$ cat config.mk
export PLATFORM = sky130hd
export DESIGN_NAME = aocp_core
export DESIGN_NICKNAME = d
export VERILOG_FILES = /design/src/pkg/aocp_pkg.sv /design/src/core/aocp_core.sv
export VERILOG_INCLUDE_DIRS = /design/src /design/src/pkg
export SDC_FILE = /design/constraint.sdc
export NUM_CORES = 1
export LEC_CHECK = 0
export ABC_AREA = 1
export BUFFER_PORTS_ARGS = -buffer_cell sky130_fd_sc_hd__buf_2
export CAP_MARGIN = 20
export CORE_ASPECT_RATIO = 1.1
export CORE_UTILIZATION = 65
export CTS_BUF_LIST = sky130_fd_sc_hd__clkbuf_8
export DETAILED_ROUTE_END_ITERATION = 10
export GPL_TIMING_DRIVEN = 1
export PLACE_DENSITY = 0.95
export SYNTH_ARGS = -nofsm -noshare
export SYNTH_HDL_FRONTEND = slang
export SYNTH_SLANG_ARGS = --single-unit
$ cat constraint.sdc
create_clock -name clk -period 5.8 [get_ports clk]
set_clock_uncertainty 0.1 [all_clocks]
set_input_delay 1.16 -clock clk [delete_from_list [all_inputs] [get_ports clk]]
set_output_delay 1.16 -clock clk [all_outputs]
set_load 0.02 [all_outputs]
$ cat src/pkg/aocp_defines.svh
// Purpose: Offsets, field positions, reset values and timing counts of the converter control.
// Assumes: Byte addressing on the register bus, one 32-bit word per register.
// Notes: Timing counts are in input-clock cycles unless named otherwise.
`ifndef AOCP_DEFINES_SVH
`define AOCP_DEFINES_SVH

// Register byte offsets.
`define AOCP_ADDR_CTRL 4'h0
`define AOCP_ADDR_STATUS 4'h4
`define AOCP_ADDR_PHASE 4'h8

// Control register field positions.
`define AOCP_CTRL_DES 0
`define AOCP_CTRL_SEL_Q 1
`define AOCP_CTRL_BG 2
`define AOCP_CTRL_DDR 3
`define AOCP_CTRL_EDGE 4
`define AOCP_CTRL_SWING 5
`define AOCP_CTRL_DCC 6
`define AOCP_CTRL_RESET 7'h6C

// Status register field positions.
`define AOCP_STAT_TRIM 0
`define AOCP_STAT_PD 1
`define AOCP_STAT_PEND 2
`define AOCP_STAT_VALID 3
`define AOCP_STAT_QUNCAL 4
`define AOCP_STAT_QDOWN 5
`define AOCP_STAT_FSM_LO 8

// Pipeline latencies and refill length, in input-clock cycles.
`define AOCP_LAT_CUR 13
`define AOCP_LAT_DEL 14
`define AOCP_FILL_CYC 5'h0F

// Defaults of the long counts, in input-clock cycles.
`define AOCP_PU_DELAY_CYC 16'h0400
`define AOCP_CAL_CYC 16'h0800
`define AOCP_TRIM_LOW_MIN 8'h08
`define AOCP_TRIM_HIGH_MIN 8'h08

`endif

$ cat src/pkg/aocp_pkg.sv
// Purpose: Types shared by the converter control and its bench.
// Assumes: Offsets and counts live in aocp_defines.svh.
// Notes: State machine codes are one-hot.
package aocp_pkg;

   typedef enum logic [4:0] {
      ST_POWERON = 5'h01,
      ST_PUDLY = 5'h02,
      ST_CAL = 5'h04,
      ST_RUN = 5'h08,
      ST_PDOWN = 5'h10
   } aocp_fsm_t;

   // The four output buses presented together.
   typedef struct packed {
      logic [7:0] q_del;
      logic [7:0] i_del;
      logic [7:0] q_cur;
      logic [7:0] i_cur;
   } aocp_bus_t;

   // Pins from outside the clock domain.
   typedef struct packed {
      logic conv_clk;
      logic [7:0] i_in;
      logic [7:0] q_in;
      logic pd;
      logic qpd;
      logic trim_req;
      logic edge_sel;
      logic edge_float;
      logic swing;
      logic des;
      logic ext;
   } aocp_pins_t;

   typedef struct packed {
      logic dcc;
      logic swing;
      logic edge_sel;
      logic ddr;
      logic bg;
      logic sel_q;
      logic des;
   } aocp_ctrl_t;

   typedef struct packed {
      aocp_pins_t s1;
      aocp_pins_t s2;
      logic clk_prev;
      logic [7:0] per_cnt;
      logic [7:0] per_len;
      logic fall_armed;
      logic ext_mode;
      logic ext_taken;
      aocp_ctrl_t ctrl;
      aocp_fsm_t fsm;
      logic pd_pending;
      logic q_uncal;
      logic [15:0] cnt;
      logic [7:0] low_cnt;
      logic [7:0] high_cnt;
      logic [4:0] fill_cnt;
      logic word_phase;
      logic [13:0][7:0] ihist;
      logic [13:0][7:0] qhist;
      logic [14:0][7:0] rhist;
      aocp_bus_t bus;
      logic oclk;
      logic oor;
      logic valid;
      logic [5:0] phase_trim;
      logic ack;
      logic [31:0] rdata;
   } aocp_state_t;

endpackage : aocp_pkg

$ cat src/core/aocp_core.sv
// Purpose: Output clocking, dual-edge sampling and power/calibration control of a dual converter.
// Assumes: The input clock is far slower than clk and is found by sampling it.
// Notes: Counts are in input-clock cycles; registers sit on Avalon-MM with waitrequest.
//
// Local design decisions: the Avalon-MM slave port and the placing of the registers.
`timescale 1ns/10ps
`include "aocp_defines.svh"

module aocp_core #(
   parameter logic [15:0] PU_DELAY_CYC = `AOCP_PU_DELAY_CYC,
   parameter logic [15:0] CAL_CYC = `AOCP_CAL_CYC,
   parameter logic [7:0] TRIM_LOW_MIN = `AOCP_TRIM_LOW_MIN,
   parameter logic [7:0] TRIM_HIGH_MIN = `AOCP_TRIM_HIGH_MIN
) (
   // Clock, reset, enable.
   input wire logic clk,
   input wire logic reset,
   input wire logic ce,
   // Avalon-MM slave.
   input wire logic [3:0] avs_address,
   input wire logic avs_read,
   input wire logic avs_write,
   input wire logic [31:0] avs_writedata,
   output logic [31:0] avs_readdata,
   output logic avs_waitrequest,
   // Converter pins.
   input wire logic conv_clk,
   input wire logic [7:0] i_in,
   input wire logic [7:0] q_in,
   input wire logic power_down_pin,
   input wire logic q_channel_power_down,
   input wire logic trim_request,
   input wire logic output_edge_select,
   input wire logic output_edge_floating,
   input wire logic output_swing_select,
   input wire logic des_select,
   input wire logic ext_control_enable,
   // Output side.
   output aocp_pkg::aocp_bus_t data_bus,
   output logic data_oe,
   output logic output_data_clock,
   output logic out_of_range_flag,
   output logic output_drive_full,
   output logic trim_running,
   output logic data_valid,
   output logic q_converter_active
);
   import aocp_pkg::*;

   aocp_state_t st;
   aocp_state_t nx;
   aocp_pins_t pins_raw;

   logic rise_ev;
   logic fall_ev;
   logic ext_now;
   logic des_on;
   logic sel_q;
   logic ddr_on;
   logic edge_hi;
   logic dcc_on;
   logic bg_on;
   logic trim_done;
   logic [7:0] sel_smp;
   logic [7:0] q_smp;

   function automatic logic [7:0] sat_inc8(input logic [7:0] v);
      sat_inc8 = (v == 8'hFF) ? v : v + 8'h01;
   endfunction : sat_inc8

   function automatic logic is_rail(input logic [7:0] v);
      is_rail = (v == 8'h00) || (v == 8'hFF);
   endfunction : is_rail

   assign pins_raw = '{conv_clk: conv_clk, i_in: i_in, q_in: q_in, pd: power_down_pin,
                       qpd: q_channel_power_down, trim_req: trim_request,
                       edge_sel: output_edge_select, edge_float: output_edge_floating,
                       swing: output_swing_select, des: des_select,
                       ext: ext_control_enable};

   always_comb begin
      nx = st;
      // Pins cross into clk through two flops; only s2 is read by logic.
      nx.s1 = pins_raw;
      nx.s2 = st.s1;
      nx.clk_prev = st.s2.conv_clk;
      rise_ev = st.s2.conv_clk & ~st.clk_prev;
      ext_now = st.ext_taken & st.ext_mode;
      des_on = ext_now ? st.ctrl.des : st.s2.des;
      sel_q = ext_now & st.ctrl.sel_q;
      ddr_on = ext_now ? st.ctrl.ddr : st.s2.edge_float;
      edge_hi = ext_now ? st.ctrl.edge_sel : st.s2.edge_sel;
      dcc_on = ext_now ? st.ctrl.dcc : 1'b1;
      bg_on = ext_now ? st.ctrl.bg : 1'b1;
      // Duty-cycle correction places the falling edge at half the measured period,
      // so a lopsided input clock still yields evenly spaced sampling instants.
      if (dcc_on) begin
         fall_ev = st.fall_armed && (st.per_cnt == {1'b0, st.per_len[7:1]});
      end else begin
         fall_ev = ~st.s2.conv_clk & st.clk_prev;
      end
      nx.per_cnt = rise_ev ? 8'h00 : sat_inc8(st.per_cnt);
      if (rise_ev) begin
         nx.per_len = sat_inc8(st.per_cnt);
         nx.fall_armed = 1'b1;
      end else if (fall_ev) begin
         nx.fall_armed = 1'b0;
      end
      // Extended-control strap is caught once after reset release.
      if (!st.ext_taken) begin
         nx.ext_taken = 1'b1;
         nx.ext_mode = st.s2.ext;
      end
      sel_smp = sel_q ? st.s2.q_in : st.s2.i_in;
      q_smp = st.s2.qpd ? 8'h00 : st.s2.q_in;

      // On-command request: low for a minimum, then high for a minimum.
      trim_done = 1'b0;
      if (rise_ev) begin
         if (!st.s2.trim_req) begin
            nx.low_cnt = sat_inc8(st.low_cnt);
            nx.high_cnt = 8'h00;
         end else if (st.low_cnt >= TRIM_LOW_MIN) begin
            nx.high_cnt = sat_inc8(st.high_cnt);
            if (sat_inc8(st.high_cnt) >= TRIM_HIGH_MIN) begin
               trim_done = 1'b1;
               nx.low_cnt = 8'h00;
               nx.high_cnt = 8'h00;
            end
         end else begin
            nx.high_cnt = 8'h00;
         end
      end

      // Single control machine; power-down during calibration is deferred.
      case (st.fsm)
         ST_POWERON: begin
            if (!st.s2.pd) begin
               nx.fsm = ST_PUDLY;
               nx.cnt = 16'h0000;
            end
         end
         ST_PUDLY: begin
            if (st.s2.pd) begin
               nx.fsm = ST_POWERON;
            end else if (rise_ev) begin
               nx.cnt = st.cnt + 16'h0001;
               if (st.cnt + 16'h0001 >= PU_DELAY_CYC) begin
                  nx.fsm = ST_CAL;
                  nx.cnt = 16'h0000;
               end
            end
         end
         ST_CAL: begin
            if (st.s2.pd) begin
               nx.pd_pending = 1'b1;
            end
            if (rise_ev) begin
               nx.cnt = st.cnt + 16'h0001;
               if (st.cnt + 16'h0001 >= CAL_CYC) begin
                  nx.q_uncal = st.s2.qpd;
                  nx.pd_pending = 1'b0;
                  nx.fill_cnt = 5'h00;
                  nx.fsm = (st.pd_pending || st.s2.pd) ? ST_PDOWN : ST_RUN;
               end
            end
         end
         ST_RUN: begin
            if (st.s2.pd) begin
               nx.fsm = ST_PDOWN;
            end else if (trim_done) begin
               nx.fsm = ST_CAL;
               nx.cnt = 16'h0000;
            end
         end
         ST_PDOWN: begin
            // A request seen while powered down is wiped, never replayed.
            nx.low_cnt = 8'h00;
            nx.high_cnt = 8'h00;
            if (!st.s2.pd) begin
               nx.fsm = ST_RUN;
               nx.fill_cnt = 5'h00;
            end
         end
         default: begin
            nx.fsm = ST_POWERON;
         end
      endcase

      // Q converter samples the selected input on the rise in dual-edge mode.
      if (rise_ev && des_on) begin
         nx.rhist = {st.rhist[13:0], q_smp == 8'h00 && st.s2.qpd ? 8'h00 : sel_smp};
      end

      if (fall_ev && st.fsm != ST_CAL && st.fsm != ST_PDOWN && st.fsm != ST_POWERON) begin
         nx.ihist = {st.ihist[12:0], des_on ? sel_smp : st.s2.i_in};
         nx.qhist = {st.qhist[12:0], q_smp};
         nx.word_phase = ~st.word_phase;
         if (st.fill_cnt != `AOCP_FILL_CYC) begin
            nx.fill_cnt = st.fill_cnt + 5'h01;
         end
         // Background phase trim nudges toward equal rise and fall codes.
         if (des_on && bg_on && !st.s2.qpd) begin
            if (sel_smp > st.rhist[0] && st.phase_trim != 6'h3F) begin
               nx.phase_trim = st.phase_trim + 6'h01;
            end else if (sel_smp < st.rhist[0] && st.phase_trim != 6'h00) begin
               nx.phase_trim = st.phase_trim - 6'h01;
            end
         end
         if (st.word_phase) begin
            // Pre-shift index k-1 holds the sample taken k falls ago.
            nx.bus.i_cur = st.ihist[`AOCP_LAT_CUR - 1];
            nx.bus.i_del = st.ihist[`AOCP_LAT_DEL - 1];
            if (des_on) begin
               nx.bus.q_cur = st.rhist[`AOCP_LAT_CUR];
               nx.bus.q_del = st.rhist[`AOCP_LAT_DEL];
            end else begin
               nx.bus.q_cur = st.qhist[`AOCP_LAT_CUR - 1];
               nx.bus.q_del = st.qhist[`AOCP_LAT_DEL - 1];
            end
            nx.oor = is_rail(st.ihist[`AOCP_LAT_CUR - 1]) | is_rail(st.ihist[`AOCP_LAT_DEL - 1]);
            nx.valid = (st.fill_cnt == `AOCP_FILL_CYC) && st.fsm == ST_RUN;
            nx.oclk = ddr_on ? ~st.oclk : edge_hi;
         end else if (!ddr_on) begin
            nx.oclk = ~edge_hi;
         end
      end
      if (st.fsm == ST_PDOWN || st.fsm == ST_POWERON) begin
         nx.oclk = 1'b0;
         nx.oor = 1'b0;
         nx.valid = 1'b0;
      end
      if (st.fsm == ST_CAL) begin
         nx.valid = 1'b0;
      end

      // Bus slave: one wait cycle, then the access completes.
      nx.ack = (avs_read | avs_write) & ~st.ack;
      if ((avs_read | avs_write) && !st.ack) begin
         case (avs_address)
            `AOCP_ADDR_CTRL: nx.rdata = {25'h000_0000, st.ctrl};
            `AOCP_ADDR_STATUS: begin
               nx.rdata = 32'h0000_0000;
               nx.rdata[`AOCP_STAT_TRIM] = st.fsm == ST_CAL;
               nx.rdata[`AOCP_STAT_PD] = st.fsm == ST_PDOWN || st.fsm == ST_POWERON;
               nx.rdata[`AOCP_STAT_PEND] = st.pd_pending;
               nx.rdata[`AOCP_STAT_VALID] = st.valid;
               nx.rdata[`AOCP_STAT_QUNCAL] = st.q_uncal;
               nx.rdata[`AOCP_STAT_QDOWN] = st.s2.qpd;
               nx.rdata[`AOCP_STAT_FSM_LO +: 5] = st.fsm;
            end
            `AOCP_ADDR_PHASE: nx.rdata = {26'h000_0000, st.phase_trim};
            default: nx.rdata = 32'h0000_0000;
         endcase
      end
      if (avs_write && st.ack && avs_address == `AOCP_ADDR_CTRL) begin
         nx.ctrl = avs_writedata[6:0];
      end
   end

   always_ff @(posedge clk) begin
      if (reset) begin
         st <= '0;
         st.fsm <= ST_POWERON;
         st.ctrl <= `AOCP_CTRL_RESET;
         // Synchronisers keep running in reset, so the strap caught at the first edge
         // after release is the real pin and no false input-clock edge follows release.
         st.s1 <= pins_raw;
         st.s2 <= st.s1;
         st.clk_prev <= st.s2.conv_clk;
      end else if (ce) begin
         st <= nx;
      end
   end

   assign avs_waitrequest = (avs_read | avs_write) & ~st.ack;
   assign avs_readdata = st.rdata;
   assign data_bus = st.bus;
   assign data_oe = ~(st.fsm == ST_PDOWN || st.fsm == ST_POWERON);
   assign output_data_clock = st.oclk;
   assign out_of_range_flag = st.oor;
   assign output_drive_full = st.ext_mode ? st.ctrl.swing : st.s2.swing;
   assign trim_running = st.fsm == ST_CAL;
   assign data_valid = st.valid;
   assign q_converter_active = ~st.s2.qpd & data_oe;

   property p_pd_enter;
      @(posedge clk) disable iff (reset)
      (ce && st.fsm == ST_RUN && st.s2.pd) |=> (st.fsm == ST_PDOWN);
   endproperty
   a_pd_enter: assert property (p_pd_enter) else $error("power-down not entered");

   property p_pd_pins;
      @(posedge clk) disable iff (reset)
      (st.fsm == ST_PDOWN) |=> (!data_oe && !output_data_clock && !out_of_range_flag)
         or (st.fsm != ST_PDOWN);
   endproperty
   a_pd_pins: assert property (p_pd_pins) else $error("outputs active in power-down");

   property p_cal_defer;
      @(posedge clk) disable iff (reset)
      (ce && st.fsm == ST_CAL && st.s2.pd && !rise_ev) |=> (st.fsm == ST_CAL && st.pd_pending);
   endproperty
   a_cal_defer: assert property (p_cal_defer) else $error("calibration cut short");

   property p_hold_poweron;
      @(posedge clk) disable iff (reset)
      (ce && st.fsm == ST_POWERON && st.s2.pd) |=> (st.fsm == ST_POWERON && !trim_running);
   endproperty
   a_hold_poweron: assert property (p_hold_poweron) else $error("early power-up trim");

   property p_pd_no_cal;
      @(posedge clk) disable iff (reset)
      (st.fsm == ST_PDOWN) |=> (st.fsm != ST_CAL);
   endproperty
   a_pd_no_cal: assert property (p_pd_no_cal) else $error("trim started in power-down");

   property p_refill;
      @(posedge clk) disable iff (reset)
      ($past(st.fsm) == ST_PDOWN && st.fsm == ST_RUN) |-> !data_valid ##1 !data_valid;
   endproperty
   a_refill: assert property (p_refill) else $error("stale pipeline marked valid");

   property p_trim_flag;
      @(posedge clk) disable iff (reset)
      $rose(trim_running) |-> ($past(st.fsm) == ST_PUDLY || $past(st.fsm) == ST_RUN);
   endproperty
   a_trim_flag: assert property (p_trim_flag) else $error("trim flag rose without cause");

   property p_q_uncal;
      @(posedge clk) disable iff (reset)
      ($fell(trim_running) && $past(st.s2.qpd)) |-> st.q_uncal;
   endproperty
   a_q_uncal: assert property (p_q_uncal) else $error("Q marked calibrated");

   property p_sdr_edge;
      @(posedge clk) disable iff (reset)
      ($changed(st.bus) && !$past(ddr_on) && $past(edge_hi)) |-> output_data_clock;
   endproperty
   a_sdr_edge: assert property (p_sdr_edge) else $error("SDR data on wrong clock edge");

   property p_ddr_toggle;
      @(posedge clk) disable iff (reset)
      (ce && fall_ev && st.word_phase && ddr_on && st.fsm == ST_RUN)
         |=> $changed(output_data_clock);
   endproperty
   a_ddr_toggle: assert property (p_ddr_toggle) else $error("DDR clock missed a word");

   property p_q_off;
      @(posedge clk) disable iff (reset)
      (ce && fall_ev && st.s2.qpd && st.fsm == ST_RUN)
         |=> (st.qhist[0] == 8'h00);
   endproperty
   a_q_off: assert property (p_q_off) else $error("Q converter sampled while off");

endmodule : aocp_core

; Yosys cells after proc, flatten, opt, wreduce, memory -nomap -nowiden
; Cells that the tools add are included.
[totals]
regBits = 540
output_inout_bits = 72
[classes]
addsub = 7
order_cmp = 6
eq_ne = 34
mux = 74
bitwise_logic = 17
n_reduce_logical = 52
[op_table]
columns = op, count
row1 = $mux 540, 2
row2 = $mux 230, 1
row3 = $mux 16, 10
row4 = $mux 120, 1
row5 = $mux 8, 13
row6 = $mux 32, 2
row7 = $pmux 16 s4, 1
row8 = $mux 5, 12
row9 = $mux 41, 1
row10 = $eq 8x8->1 const B, 5
row11 = $pmux 13 s3, 1
row12 = $pmux 5 s5, 1
row13 = $add 8x1->8 const B, 3
row14 = $logic_not 8->1, 3
row15 = $mux 23, 1
row16 = $mux 1, 18
row17 = $mux 6, 3
row18 = $reduce_and 2->1, 9
row19 = $add 16x1->16 const B, 1
row20 = $ge 16x11->1 const B, 1
row21 = $ge 16x12->1 const B, 1
row22 = $ge 8x4->1 const B, 2
row23 = $reduce_and 8->1, 2
row24 = $logic_and 1x1->1, 14
row25 = other kinds (40), 82

; Longest topological paths before layout
[logic_depth]
depth_word = 13
depth_mapped = 24

; Worst setup path before layout
; OpenSTA, ideal clock, no wires.
[synth_timing]
path_kind = input to register
startpoint = input port ce
endpoint = register st (netlist bit nx[489]) (enable)
t_arrival_ns = 2.855
t_required_ns = 5.019
slack_ns = 2.164
stages = 3
path_buffers = 1
path_cell_list = clkbuf_1 > nor2_1 > clkinv_1
[synth_between]
elab_chain_cells = 1
[synth_rtl]
columns = element, line
row1 = "start, declared", aocp_core.sv:18  ; input wire logic ce,
row2 = $reduce_bool 2->1 (no source line), --
row3 = "end signal, assigned", aocp_core.sv:272  ; st <= nx;
row4 = "end, declared", aocp_core.sv:50  ; aocp_state_t st;
; No other way between the ends.
; A chain may end at the register's enable or synchronous reset.

; Worst setup path in the final report
[layout_timing]
startpoint = register st[471] (netlist bit)
endpoint = register st[38] (netlist bit)
[layout_between]
elab_chain_cells = 7
elab_cells_between_ends = 19
cone_classes = order compare (2) / mux (6) / bitwise (2) / reduce/logical (9)
[layout_rtl]
columns = element, line
row1 = $and 1x1->1 *, aocp_core.sv:88  ; ext_now = st.ext_taken & st.ext_mode;
row2 = $and 1x1->1 / $mux 1 (equally long branches), "aocp_core.sv:90, aocp_core.sv:93"
row3 = $mux 8 / $mux 1 (equally long branches), "aocp_core.sv:114, aocp_core.sv:97"
row4 = "$gt 8x8->1, or another cell as far along", aocp_core.sv:204  ; if (sel_smp > st.rhist[0] && st.phase_trim != 6'h3F) begin
row5 = $logic_and 1x1->1 (on tied branches), "aocp_core.sv:204, aocp_core.sv:195, aocp_core.sv:206"
row6 = $reduce_bool 2->1 (no source line) / $logic_and 1x1->1 (equally long branches), --
row7 = $reduce_and 4->1 (no source line), --
; Mark *: on every way between the ends. The rest lies on a longest branch, timed or not.

==> impl_results.md <==
- Synth-to-layout area growth: 8.033%
- Top-area cell type share of the netlist area: 43.75%
- Compound-gate portion of the synthesized area: roughly 14%
- I/O Pins: 138
- Synthesized area: 21420 um^2
- Adder-cell share of the synthesized area: roughly 1.1%
- Final setup viols: 0
- GR Layer Usage met1: around a third
- Reg2Reg Launch Point: st[471]
- Most frequent cells after synthesis: nand2_1 (479), dfxtp_1 (468), nor2_1 (407), a21oi_1 (316), nand3_1 (247)
- Drt initial violations: approximately 2k
- Starting Density: 66.15%
- Root buf cell: clkbuf_8
- Yosys warns: 0
- Synth Area in XOR/XNOR: less than 1%
- Die Y: 192.4 um
- All-Layer GR Usage: roughly 28%
- ANT nets after route: 0
- Max-Cap Viols: 0
- Global-route wire length before repair: ~79 mm
- Post-synth cell types: 44
- RSZ-0062 raised after global routing: false
- Most common cell in the netlist: nand2_1
- Setup TNS: 0 ps
- Max frequency: 246.4 MHz
- Worst Setup End Kind: flip-flop
- Crit-path max FO: 13
- Fin util: just over 70%
- Gate Count Post-Synth: 2777
- WP data required: between 6000 and 7000 ps
- Tmin final: just over 4000 ps
- Largest family of logic cells by synthesized area: simple AND/OR/NAND/NOR gates
- Final WS setup: between 1500 and 2000 ps
- H-Tree Depth: 3
- Ys async rst share: 0%
- Slew Limit Fails: 0
- Final Instance Area: 23140 um^2
- Post-synthesis sequential area ratio: between 50% and 60%
- Yosys top cell by area: dfxtp_1
- Power Density: around 320 nW/um^2
- Synth area leaders: dfxtp_1 (44%), nand2_1 (8.4%), a21oi_1 (7.4%)
- CTS tree: built
- Gpl congestion: ~0.89
- RR Endpoint: st[38]
- DP Wirelength: 26.46 mm
- Top Usage Layer GRT: met2
- Worst R2R Path Depth: 21
- Post-CTS Hold Buffers: 0
- Endpoints failing hold: 0
- Worst-path clk slew: around 70 ps
- Hold Path End: st[305]
- Yosys reg bits: slightly above 500
- Avg Inst Size Synth: 7.712 um^2
- Max clock buf depth: 3
- Post-cts sizing count: 0
- Crit path arrival time: approximately 4500 ps
- Ys flop type: dfxtp_1
- CORE AREA: 32370 um^2
- Outcome: complete, no violations
- Leakage power: 9.405 nW
- VDD IR max: ~0.23 mV
- Number of synthesized flops with an enable pin: 51
- IO buf count: 92
- Detailed Routing Iterations Pass 1: 8
- CTS Buf Count: 81
- Net count, final: approximately 2.8k
- Slew @ Worst Pin: 1050 ps
- Hold-critical path depth: 2
- GR Util met2: about half
- Largest net degree at the start of global routing: 211
- Die Span X: around 180 um
- Worst-Skew Late Latency: 650 ps
- Placed Area: around 21000 um^2
- Initial antenna violation count: 0
- Mux cell area share after synthesis: less than 1%
- Die area: roughly 34000 um^2
- Post-CTS setup buffers: 0
- Dpl cells: 3094
- Routed WL: between 40 and 50 mm
- Kind of critical path: reg -> reg
- Wire per inst: roughly 15 um
- Clk sinks: just over 500
- Ant diodes: 0
- DRC: 0
- Dpl ws: between 1500 and 2000 ps
- Layout cells sized above 1: under 10%
- CP Launch Point: st[471]
- Placement Rows: between 60 and 70
- Vias/cell: approximately 5.7
- Vias in the first global route: roughly 17k
- Met3 usage: 5.536%
- Post-synthesis simple-gate area fraction: a little under a quarter
- Post-route clock period utilization: 69.97%
- Crit start category: flip-flop
- Final Non-Filler Cells: about 3.2k
- HP Start: st[305]
- R2R Setup Slk: around 1700 ps
- GR Overflow Total: 0
- DR vias: between 15k and 20k
- Worst Hold Class: reg -> reg
- Slew HR: 29.92%
-- per-stage QoR --
step                power, W  hold WS, ps
floorplan           0.004181        324.5
global placement    0.004255        333.6
detailed placement  0.004277        346.4
CTS                 0.007457        353.7
global route        0.007696        374.6
finish              0.007436        353.7
-- logic make-up after synthesis --
| group | after synthesis |
|---|---|
| other cells | 1 |
| compound gates | 577 |
| flops | 519 |
| mux | 2 |
| xor+xnor | 13 |
| fa+ha+maj | 19 |
| simple gates | 1208 |
| buf+inv | 438 |
-- routing by layer --
layer | vias up | share of wire (%)
met5 | - | 0
met4 | 0 | 3.2
met3 | 147 | 6.7
met2 | 766 | 49
met1 | 8753 | 41
li1 | 8980 | -
-- cell usage in the layout, fill, tap and decap left out, types with 6 or more instances in the layout --
| cell | count |
|---|---|
| a21oi_1 | 316 |
| buf_2 | 90 |
| buf_4 | 10 |
| clkbuf_8 | 113 |
| clkinv_2 | 7 |
| conb_1 | 20 |
| dfxtp_1 | 468 |
| edfxtp_1 | 51 |
| ha_1 | 18 |
| inv_1 | 218 |
| inv_2 | 11 |
| nand2_1 | 479 |
| nand2_2 | 7 |
| nand3_1 | 247 |
| nand3_2 | 11 |
| nand4_1 | 31 |
| nor2_1 | 405 |
| nor3_1 | 13 |
| o21ai_0 | 224 |
| o21bai_1 | 6 |
| o22ai_1 | 13 |
| xor2_1 | 9 |
-- worst max-delay path by stage --
stage,endpoint,slack [ps],cells after the start
2_1_floorplan,nx[489],2160,3
3_3_place_gp,st[497],2010,5
3_5_place_dp,st[38],1830,21
4_1_cts,st[38],1810,21
5_1_grt,st[38],1410,22
6_report,st[38],1740,21
-- state kept, by name, indices dropped and copies added, names as in the netlist --
signal             flops
out_of_range_flag      1
nx                    26
avs_readdata          12
output_data_clock      1
data_bus              32
data_valid             1
st                   446
-- power breakdown --
part	total [W]	internal (W)	switching (W)
Sequential	0.00376	0.00371	0.0000504
Clock	0.00322	0.00178	0.00144
Combinational	0.000455	0.000116	0.000339
-- critical path, stage by stage, from the launching register on --
cell and delay (ps):
dfxtp_1 380, nand2_2 130, nor2_1 330, inv_1 270, o21ai_0 460, ha_1 320
nand2_1 80, nor2_1 70, nand4_1 130, o21ai_0 100, inv_1 70, nand2_1 190
ha_1 400, a21oi_1 200, nand2_1 80, nand2_1 80, nand2_1 60, a21oi_1 160
nand3_1 100, nand2_1 70, nand2_1 50, a21oi_1 160
-- cell type report --
class	instances	area (um^2)
clock buffer	112	1541
clock inverter	39	231.5
fill	2183	9238
inverter	207	784.5
multi-input combinational	1839	8528
sequential	519	10900
tap	426	533.0
timing repair buffer	105	618.1
Power figures use the tool's default switching activity.
